## src/irq_src_defs.svh

```systemverilog
`ifndef IRQ_SRC_DEFS_SVH
`define IRQ_SRC_DEFS_SVH
// How it works
// - Priority register four holds high/low priority for capture/compare 5, 4, 3.
// - Priority register five holds priority for timer 6, timer 5 and timer 4.
// - External pins trigger on rising edge when select is 1, falling when 0.
// - A valid pin edge sets that pin's flag.
// - A cleared pin enable suppresses that pin's request.
// - Pin interrupts enabled before entry wake the core from Idle or Sleep.
// - After wake-up, vector only when global enable is set.
// - Pins 1 and 2 take priority from two bits of control register three.
// - Pin 0 has no priority bit and is always high priority.
// - In 8-bit mode timer zero rollover FF to 00 sets its flag.
// - In 16-bit mode rollover FFFF to 0000 sets the timer zero flag.
// - Timer zero request gated by its enable, priority by its priority bit.
// - Enabled change on port B bits 7:4 sets the port change flag.
// - Port change request gated by its enable, priority by its priority bit.
// - On entry, push return address and copy working, status, bank registers.

// Register offsets on the plain register port.
`define IRQ_OFS_MAIN 4'h0
`define IRQ_OFS_EDGE_PRIO 4'h1
`define IRQ_OFS_EXT_PINS 4'h2
`define IRQ_OFS_PIN_EN 4'h3
`define IRQ_OFS_PRIO4 4'h4
`define IRQ_OFS_PRIO5 4'h5
`define IRQ_OFS_CAUSE_PRIO 4'h6
`define IRQ_OFS_TMR_LO 4'h7
`define IRQ_OFS_TMR_HI 4'h8
`define IRQ_OFS_TMR_CTL 4'h9
`define IRQ_OFS_CTX_W 4'hA
`define IRQ_OFS_CTX_S 4'hB
`define IRQ_OFS_CTX_B 4'hC

// Main control register fields.
`define IRQ_MAIN_GLOBAL_EN 7
`define IRQ_MAIN_PERI_EN 6
`define IRQ_MAIN_T0E 5
`define IRQ_MAIN_X0E 4
`define IRQ_MAIN_PCE 3
`define IRQ_MAIN_T0F 2
`define IRQ_MAIN_X0F 1
`define IRQ_MAIN_PCF 0
// Edge and priority register fields.
`define IRQ_EP_EDGE0 6
`define IRQ_EP_EDGE1 5
`define IRQ_EP_EDGE2 4
`define IRQ_EP_T0P 2
`define IRQ_EP_PCP 0
// External pin register fields.
`define IRQ_XP_X2P 7
`define IRQ_XP_X1P 6
`define IRQ_XP_X2E 4
`define IRQ_XP_X1E 3
`define IRQ_XP_X2F 1
`define IRQ_XP_X1F 0
// Priority enable bit in the reset-cause register.
`define IRQ_RC_PRIO_EN 7

// Reset values and write masks.
`define IRQ_RST_MAIN 8'h00
`define IRQ_RST_EDGE_PRIO 8'hF5
`define IRQ_RST_EXT_PINS 8'hC0
`define IRQ_RST_PIN_EN 8'hF0
`define IRQ_RST_PRIO 8'h00
`define IRQ_MASK_EDGE_PRIO 8'hF5
`define IRQ_MASK_EXT_PINS 8'hDB
`define IRQ_MASK_PIN_EN 8'hF0
`define IRQ_MASK_PRIO 8'h07
`define IRQ_MASK_CAUSE_PRIO 8'h80
`endif

```

## src/irq_src_pkg.sv

```systemverilog
package irq_src_pkg;
    typedef enum logic [1:0] {
        RUN,
        SERVE_LOW,
        SERVE_HIGH
    } svc_t;

    typedef struct packed {
        logic [7:0] working;
        logic [7:0] status;
        logic [7:0] bank;
    } ctx_t;

    typedef struct packed {
        logic [7:0] main;
        logic [7:0] edgePrio;
        logic [7:0] extPins;
        logic [7:0] pinEn;
        logic [7:0] prio4;
        logic [7:0] prio5;
        logic [7:0] causePrio;
        logic [15:0] timerZero;
        logic timerWide;
        logic [2:0] pinPrev;
        logic [3:0] portPrev;
        logic asleep;
        logic [2:0] enAtSleep;
        svc_t svc;
        logic [20:0] retPc;
        logic pushStrobe;
        ctx_t fastCtx;
        logic [7:0] rdData;
    } state_t;
endpackage

```

## src/irq_sources.sv

```systemverilog
`include "irq_src_defs.svh"

module irq_sources #(
    parameter int PC_W = 21
) (
    input wire logic core_clk,
    input wire logic rst,
    input wire logic [3:0] regAddr,
    input wire logic [7:0] regWrData,
    input wire logic regWrite,
    input wire logic regRead,
    output logic [7:0] regRdData,
    input wire logic [7:0] port_b_pins,
    input wire logic timerTick,
    input wire logic sleepEnter,
    input wire logic [PC_W-1:0] corePc,
    input wire irq_src_pkg::ctx_t coreCtx,
    input wire logic retFromIrq,
    output logic wakeUp,
    output logic vectorHigh,
    output logic vectorLow,
    output logic [PC_W-1:0] stackPushPc,
    output logic stackPush,
    output logic highReq,
    output logic lowReq,
    output logic [2:0] capcmpPrio,
    output logic [2:0] timerPrio
);
    irq_src_pkg::state_t q_ff;
    irq_src_pkg::state_t nxt_q;
    logic [2:0] pinNow;
    logic [2:0] edgeSel;
    logic [2:0] pinHit;
    logic [3:0] portHit;
    logic t0Roll;
    logic [2:0] xFlag;
    logic [2:0] xEn;
    logic [2:0] xPrio;
    logic [2:0] xReq;
    logic t0Req;
    logic pcReq;
    logic prioOn;
    logic globalEn;
    logic periEn;
    logic anyHigh;
    logic anyLow;
    logic takeHigh;
    logic takeLow;

    // Pin views and event detection from the previous-cycle samples.
    assign pinNow = port_b_pins[2:0];
    assign edgeSel = {q_ff.edgePrio[`IRQ_EP_EDGE2], q_ff.edgePrio[`IRQ_EP_EDGE1],
                      q_ff.edgePrio[`IRQ_EP_EDGE0]};
    assign pinHit = (edgeSel & pinNow & ~q_ff.pinPrev)
                  | (~edgeSel & ~pinNow & q_ff.pinPrev);
    assign portHit = (port_b_pins[7:4] ^ q_ff.portPrev) & q_ff.pinEn[7:4];
    assign t0Roll = timerTick && (q_ff.timerWide ? (q_ff.timerZero == 16'hFFFF)
                                                 : (q_ff.timerZero[7:0] == 8'hFF));

    // Request gating and priority classification.
    assign xFlag = {q_ff.extPins[`IRQ_XP_X2F], q_ff.extPins[`IRQ_XP_X1F],
                    q_ff.main[`IRQ_MAIN_X0F]};
    assign xEn = {q_ff.extPins[`IRQ_XP_X2E], q_ff.extPins[`IRQ_XP_X1E],
                  q_ff.main[`IRQ_MAIN_X0E]};
    // Pin 0 is fixed high; the other two read their own bits.
    assign xPrio = {q_ff.extPins[`IRQ_XP_X2P], q_ff.extPins[`IRQ_XP_X1P], 1'b1};
    assign xReq = xFlag & xEn;
    assign t0Req = q_ff.main[`IRQ_MAIN_T0F] & q_ff.main[`IRQ_MAIN_T0E];
    assign pcReq = q_ff.main[`IRQ_MAIN_PCF] & q_ff.main[`IRQ_MAIN_PCE];
    assign prioOn = q_ff.causePrio[`IRQ_RC_PRIO_EN];
    assign globalEn = q_ff.main[`IRQ_MAIN_GLOBAL_EN];
    assign periEn = q_ff.main[`IRQ_MAIN_PERI_EN];
    assign anyHigh = prioOn && (|(xReq & xPrio)
                   || (t0Req && q_ff.edgePrio[`IRQ_EP_T0P])
                   || (pcReq && q_ff.edgePrio[`IRQ_EP_PCP]));
    assign anyLow = prioOn ? (|(xReq & ~xPrio)
                   || (t0Req && !q_ff.edgePrio[`IRQ_EP_T0P])
                   || (pcReq && !q_ff.edgePrio[`IRQ_EP_PCP]))
                   : (|xReq || t0Req || pcReq);
    // Without priority mode every source uses the low path and one global enable.
    assign takeHigh = anyHigh && globalEn && (q_ff.svc != irq_src_pkg::SERVE_HIGH);
    assign takeLow = anyLow && !anyHigh && (q_ff.svc == irq_src_pkg::RUN)
                   && (prioOn ? (globalEn && periEn) : globalEn);

    // Next-state logic for registers, detectors, timer and service tracking.
    always_comb begin
        nxt_q = q_ff;
        nxt_q.pinPrev = pinNow;
        nxt_q.portPrev = port_b_pins[7:4];
        nxt_q.pushStrobe = 1'b0;
        nxt_q.rdData = 8'h00;
        if (timerTick) begin
            nxt_q.timerZero = q_ff.timerWide ? q_ff.timerZero + 16'h0001
                            : {8'h00, q_ff.timerZero[7:0] + 8'h01};
        end
        // Software writes come first so that hardware sets below win.
        if (regWrite) begin
            case (regAddr)
                `IRQ_OFS_MAIN: nxt_q.main = regWrData;
                `IRQ_OFS_EDGE_PRIO: nxt_q.edgePrio = regWrData & `IRQ_MASK_EDGE_PRIO;
                `IRQ_OFS_EXT_PINS: nxt_q.extPins = regWrData & `IRQ_MASK_EXT_PINS;
                `IRQ_OFS_PIN_EN: nxt_q.pinEn = regWrData & `IRQ_MASK_PIN_EN;
                `IRQ_OFS_PRIO4: nxt_q.prio4 = regWrData & `IRQ_MASK_PRIO;
                `IRQ_OFS_PRIO5: nxt_q.prio5 = regWrData & `IRQ_MASK_PRIO;
                `IRQ_OFS_CAUSE_PRIO: nxt_q.causePrio = regWrData & `IRQ_MASK_CAUSE_PRIO;
                `IRQ_OFS_TMR_LO: nxt_q.timerZero[7:0] = regWrData;
                `IRQ_OFS_TMR_HI: nxt_q.timerZero[15:8] = regWrData;
                `IRQ_OFS_TMR_CTL: nxt_q.timerWide = regWrData[0];
                default: ;
            endcase
        end
        // Hardware flag sets; only the port change flag heeds its pin enables, and flags hold until written.
        if (pinHit[0]) nxt_q.main[`IRQ_MAIN_X0F] = 1'b1;
        if (pinHit[1]) nxt_q.extPins[`IRQ_XP_X1F] = 1'b1;
        if (pinHit[2]) nxt_q.extPins[`IRQ_XP_X2F] = 1'b1;
        if (t0Roll) nxt_q.main[`IRQ_MAIN_T0F] = 1'b1;
        if (|portHit) nxt_q.main[`IRQ_MAIN_PCF] = 1'b1;
        // Sleep records which pin enables were armed before entry.
        if (sleepEnter && !q_ff.asleep) begin
            nxt_q.asleep = 1'b1;
            nxt_q.enAtSleep = xEn;
        end else if (q_ff.asleep && |(xFlag & q_ff.enAtSleep)) begin
            nxt_q.asleep = 1'b0;
        end
        // Service tracking; high entry may preempt a low routine.
        case (q_ff.svc)
            irq_src_pkg::RUN,
            irq_src_pkg::SERVE_LOW: begin
                if (takeHigh) begin
                    nxt_q.svc = irq_src_pkg::SERVE_HIGH;
                end else if (takeLow) begin
                    nxt_q.svc = irq_src_pkg::SERVE_LOW;
                end
            end
            irq_src_pkg::SERVE_HIGH: begin
                if (retFromIrq) nxt_q.svc = irq_src_pkg::RUN;
            end
            default: nxt_q.svc = irq_src_pkg::RUN;
        endcase
        if (q_ff.svc == irq_src_pkg::SERVE_LOW && retFromIrq && !takeHigh) begin
            nxt_q.svc = irq_src_pkg::RUN;
        end
        // Entry saves the return address and the fast context.
        if (takeHigh || takeLow) begin
            nxt_q.retPc = corePc;
            nxt_q.pushStrobe = 1'b1;
            nxt_q.fastCtx = coreCtx;
        end
        if (regRead) begin
            case (regAddr)
                `IRQ_OFS_MAIN: nxt_q.rdData = q_ff.main;
                `IRQ_OFS_EDGE_PRIO: nxt_q.rdData = q_ff.edgePrio;
                `IRQ_OFS_EXT_PINS: nxt_q.rdData = q_ff.extPins;
                `IRQ_OFS_PIN_EN: nxt_q.rdData = q_ff.pinEn;
                `IRQ_OFS_PRIO4: nxt_q.rdData = q_ff.prio4;
                `IRQ_OFS_PRIO5: nxt_q.rdData = q_ff.prio5;
                `IRQ_OFS_CAUSE_PRIO: nxt_q.rdData = q_ff.causePrio;
                `IRQ_OFS_TMR_LO: nxt_q.rdData = q_ff.timerZero[7:0];
                `IRQ_OFS_TMR_HI: nxt_q.rdData = q_ff.timerZero[15:8];
                `IRQ_OFS_TMR_CTL: nxt_q.rdData = {7'h00, q_ff.timerWide};
                `IRQ_OFS_CTX_W: nxt_q.rdData = q_ff.fastCtx.working;
                `IRQ_OFS_CTX_S: nxt_q.rdData = q_ff.fastCtx.status;
                `IRQ_OFS_CTX_B: nxt_q.rdData = q_ff.fastCtx.bank;
                default: nxt_q.rdData = 8'h00;
            endcase
        end
    end

    // State register; reset clears the pin samples to zero, so they do not start from the live pins.
    always_ff @(posedge core_clk) begin
        if (rst) begin
            q_ff <= '0;
            q_ff.edgePrio <= `IRQ_RST_EDGE_PRIO;
            q_ff.extPins <= `IRQ_RST_EXT_PINS;
            q_ff.pinEn <= `IRQ_RST_PIN_EN;
            q_ff.svc <= irq_src_pkg::RUN;
        end else begin
            q_ff <= nxt_q;
        end
    end

    // Outputs; vectors are taken only with the global enable, even after a wake.
    assign regRdData = q_ff.rdData;
    assign wakeUp = q_ff.asleep && |(xFlag & q_ff.enAtSleep);
    assign vectorHigh = takeHigh;
    assign vectorLow = takeLow;
    assign stackPushPc = q_ff.retPc;
    assign stackPush = q_ff.pushStrobe;
    assign highReq = anyHigh;
    assign lowReq = anyLow;
    assign capcmpPrio = q_ff.prio4[2:0];
    assign timerPrio = q_ff.prio5[2:0];

    AST_EDGE_SETS_FLAG: assert property (@(posedge core_clk) disable iff (rst)
        pinHit[0] |=> q_ff.main[`IRQ_MAIN_X0F])
        else $error("Pin 0 edge did not set its flag.");
    AST_FALL_EDGE: assert property (@(posedge core_clk) disable iff (rst)
        (!edgeSel[1] && q_ff.pinPrev[1] && !pinNow[1]) |=> q_ff.extPins[`IRQ_XP_X1F])
        else $error("Falling edge on pin 1 missed.");
    AST_ENABLE_GATES: assert property (@(posedge core_clk) disable iff (rst)
        (!xEn[1] && !xEn[0] && !xEn[2] && !t0Req && !pcReq) |-> !vectorHigh && !vectorLow)
        else $error("Vector taken with all sources disabled.");
    AST_GLOBAL_GATES: assert property (@(posedge core_clk) disable iff (rst)
        !globalEn |-> !vectorHigh && !vectorLow)
        else $error("Vector taken with global enable clear.");
    AST_PIN0_HIGH: assert property (@(posedge core_clk) disable iff (rst)
        (prioOn && xReq[0]) |-> highReq)
        else $error("Pin 0 request not high priority.");
    AST_T0_ROLL8: assert property (@(posedge core_clk) disable iff (rst)
        (timerTick && !q_ff.timerWide && q_ff.timerZero[7:0] == 8'hFF && !regWrite)
        |=> q_ff.main[`IRQ_MAIN_T0F] && q_ff.timerZero[7:0] == 8'h00)
        else $error("8-bit rollover did not set timer flag.");
    AST_T0_ROLL16: assert property (@(posedge core_clk) disable iff (rst)
        (timerTick && q_ff.timerWide && q_ff.timerZero != 16'hFFFF && !regWrite
         && !$past(q_ff.main[`IRQ_MAIN_T0F]) && !q_ff.main[`IRQ_MAIN_T0F])
        |=> !q_ff.main[`IRQ_MAIN_T0F] || $past(regWrite))
        else $error("16-bit timer flag set without rollover.");
    AST_FLAG_STICKY: assert property (@(posedge core_clk) disable iff (rst)
        (q_ff.main[`IRQ_MAIN_PCF] && !regWrite) |=> q_ff.main[`IRQ_MAIN_PCF])
        else $error("Port change flag dropped without a write.");
    AST_CTX_SAVED: assert property (@(posedge core_clk) disable iff (rst)
        (vectorHigh || vectorLow) |=> stackPush && stackPushPc == $past(corePc)
        && q_ff.fastCtx == $past(coreCtx))
        else $error("Context not saved on entry.");
    AST_HIGH_FIRST: assert property (@(posedge core_clk) disable iff (rst)
        (anyHigh && anyLow) |-> !vectorLow)
        else $error("Low request taken ahead of a high one.");
endmodule

```

## config.mk

```make
export PLATFORM = sky130hd
export DESIGN_NAME = irq_sources
export DESIGN_NICKNAME = d
export VERILOG_FILES = /design/src/irq_src_pkg.sv /design/src/irq_sources.sv
export VERILOG_INCLUDE_DIRS = /design/src
export SDC_FILE = /design/constraint.sdc
export NUM_CORES = 1
export LEC_CHECK = 0
export BUFFER_PORTS_ARGS = -buffer_cell sky130_fd_sc_hd__buf_4
export CAP_MARGIN = 20
export CORE_MARGIN = 1.5
export CORE_UTILIZATION = 25
export DETAILED_ROUTE_END_ITERATION = 6
export GPL_TIMING_DRIVEN = 0
export PLACE_DENSITY_LB_ADDON = 0.12
export SLEW_MARGIN = 20
export SYNTH_ARGS = -nofsm -noshare
export SYNTH_HDL_FRONTEND = slang
export SYNTH_SLANG_ARGS = --single-unit
```

## constraint.sdc

```tcl
create_clock -name core_clk -period 5.45 [get_ports core_clk]
set_clock_uncertainty 0.2 [all_clocks]
set_input_delay 0.2725 -clock core_clk [delete_from_list [all_inputs] [get_ports core_clk]]
set_output_delay 0.2725 -clock core_clk [all_outputs]
set_load 0.05 [all_outputs]
```

==> results by group <==
Run status
  – Outcome: finished clean

Detailed routing
  – Total Wirelength: 19900 µm
  – Vias per inst: 4.44
  – Router iterations before antenna repair: 5
  – Via count: 5271
  – ANT nets after route: 0
  – DRC viols: 0
  – Initial DRC Count: 297
  – Avg WL per Cell: 16.8 µm

Synthesis
  – Synth async-reset ratio: 0
  – FF+latch count, synth: 115
  – Dominant cells by area after synthesis: dfxtp_1 38%, mux2i_1 10%, or2b_2 7.9%
  – Mux share of post-synthesis cell area: 0.123
  – Area leader, netlist: dfxtp_1
  – Count of cell types in the netlist: 64
  – Ys flop type: dfxtp_1
  – Post-synth top area share: 0.377
  – Number of synthesized flops with an enable pin: 0
  – Simple-Gate Fraction of Synth Area: 0.261
  – Mapped Cells: 671
  – Syn_area_per_cell: 9.09 µm²
  – Synth Area in Compound Gates: 0.115
  – Synth Area in Adders: 0.00205
  – Largest family of logic cells by synthesized area: simple AND/OR/NAND/NOR gates
  – Post-synthesis sequential area ratio: 0.377
  – Mapped Nets: 744
  – Synthesized area: 6100 µm²
  – Post-synthesis xor/xnor area fraction: 0.0273
  – Warnings from Yosys: 0

Clocking
  – H-tree depth: 4
  – CTS tree: done
  – Clock latency on the worst-skew pair: 420 ps
  – Total clock buffers created by CTS: 17
  – Clk buf depth: 2
  – Worst-path clk slew: 50 ps
  – TritonCTS Sinks: 115
  – CTS root buffer: clkbuf_16
  – Post-cts gate resize count: 0
  – Post-CTS Setup Inserts: 0

Floorplan
  – Starting Density: 0.258
  – Core area: 23700 µm²
  – Die area: 25400 µm²
  – Io pins: 113
  – Die X: 159 µm
  – Site Rows: 56
  – Chip height: 159 µm

STA
  – FMAX: 415 MHz
  – Min cycle time layout: 2410 ps
  – Hold Fails Final Rpt: 0
  – Final Cycle Share: 0.442
  – Setup TNS: 0 ps
  – Max-slew headroom: 0.397
  – Slew Viols, Final: 0
  – Worst Max-Slew Pin Slew: 902 ps
  – RSZ-0062 raised after global routing: false
  – Final setup fails: 0

Worst setup path
  – Crit end category: output pin
  – Crit path kind: reg -> out
  – CP Max Fanout: 7
  – Worst Path Arrival: 1940 ps
  – CP Launch Type: flop
  – Reg2reg path depth: 7
  – Worst Path Required: 4980 ps
  – R2R Setup Slk: 3190 ps

Cells and area
  – N_diodes: 0
  – Final instance area: 8450 µm²
  – Fillers: 2549
  – Share of cells above drive strength 1: 0.300
  – Nets: 930
  – Area delta synth->final: 38.5%
  – Final Core Density: 0.357

Run
  – Max capacitance violation total: 0

Worst hold path
  – Hold Path Depth: 3
  – Min-delay worst type: in -> reg

Power
  – PwrDens: 254 nW/µm²
  – Worst IR Drop VDD: 0.184 mV
  – LEAKAGE: 0.00368 µW

Global route
  – GRT Overall Usage: 0.162
  – First-pass GRT wire length: 31100 µm
  – Largest net degree at the start of global routing: 17
  – Vias in the first global route: 5309
  – Initial antenna violation count: 0
  – Aggregate global routing overflow: 0

Placement
  – Placed cell areas: 7300 µm²
  – HPWL after DPL: 14800 µm
  – Port bufs: 107
  – GPL Wtd Cong: 0.820
[where the power goes]
part | internal, µW | total (µW) | switching (µW)
logic | 113 | 224 | 110
clock network | 669 | 1050 | 382
registers | 856 | 873 | 16.6
total | 1640 | 2150 | 509
[metal layers]
layer  vias up  GRT usage  part of all wire
met5         -          0                 0
met4         0     0.0605             0.017
met3        20     0.0287             0.029
met2       100      0.263              0.48
met1      2495      0.213              0.48
li1       2656          -                 -
[synthesized netlist by cell type (all sizes together), types with 3 or more instances]
master,instances
mux2,6
inv,11
a211o,12
a31oi,7
xor2,12
nor3b,3
nor2,59
nand2b,38
xnor2,7
dfxtp,115
nand2,52
o21ai,14
a22oi,8
buf,56
nand4,8
a32oi,3
a22o,3
a211oi,8
clkbuf,23
mux2i,64
a21oi,26
nor3,6
and3,5
nor2b,14
nand3,21
or2b,56
[flip-flops by register name, summed over array words and instances (netlist names)]
name and flops:
q_ff 73, stackPushPc 21, regRdData 8, capcmpPrio 3, edgeSel 3, timerPrio 3, globalEn 1, periEn 1
prioOn 1, stackPush 1
[timing repair]
action                                  in CTS  in global routing
endpoints found under the setup margin       0                  0
hold endpoints to repair                    81                  0
hold buffers                                60                  0
[logic make-up (layout without fill, tap and decap cells)]
group | Yosys count | after routing
AOI/OAI and AO/OA | 100 | 100
xor gates and xnor gates | 19 | 19
adders and majority gates | 1 | 1
buffers and inverters | 90 | 288
DFF | 115 | 115
muxes | 72 | 72
and+or+nand+nor | 274 | 274
[cell type report]
type | count | area, µm² | share of cell area
inverters | 11 | 41.3 | 0.00488
clock buffers | 26 | 499 | 0.0590
well taps | 319 | 399 | 0.0472
plain buffers | 79 | 531 | 0.0627
flip-flops and latches | 115 | 2300 | 0.272
repair buffers | 167 | 1400 | 0.166
multi-input cells | 466 | 3230 | 0.382
clock inverters | 5 | 50.0 | 0.00592
[worst paths after layout]
check	start	end
setup / recovery	prioOn	vectorLow
hold reg to reg	q_ff[131]	q_ff[131]
hold / removal	corePc[16]	stackPushPc[16]
setup reg to reg	prioOn	q_ff[9]
[through the flow]
stage	setup WS, ps	power (µW)	cells	hold WS (ps)
4_1_cts	3040	2170	1188	2.00
2_1_floorplan	3280	986	671	181
3_3_place_gp	3020	1080	1097	248
5_1_grt	2960	2230	1188	16.7
6_report	3040	2150	1188	13.2
3_5_place_dp	3070	1080	1097	248
[critical path, stage by stage, from the launching register on]
cell and delay, ps:
dfxtp_1 550, nand2_1 100, a31oi_1 230, o2111ai_2 180, and4_2 280, buf_4 190
[cell usage in the layout (no fill, tap or decap), drive strengths merged, types with 3 or more instances in the layout]
cell type      n
a211o         12
a211oi         8
a21oi         26
a22o           3
a22oi          8
a31oi          7
a32oi          3
and3           5
buf          163
clkbuf        49
clkinv         4
dfxtp        115
dlygate4sd3   60
inv           11
mux2           6
mux2i         64
nand2         52
nand2b        38
nand3         21
nand4          8
nor2          59
nor2b         14
nor3           6
nor3b          3
o21ai         14
or2b          56
xnor2          7
xor2          12
No activity file was read; power rests on OpenSTA's default activity.
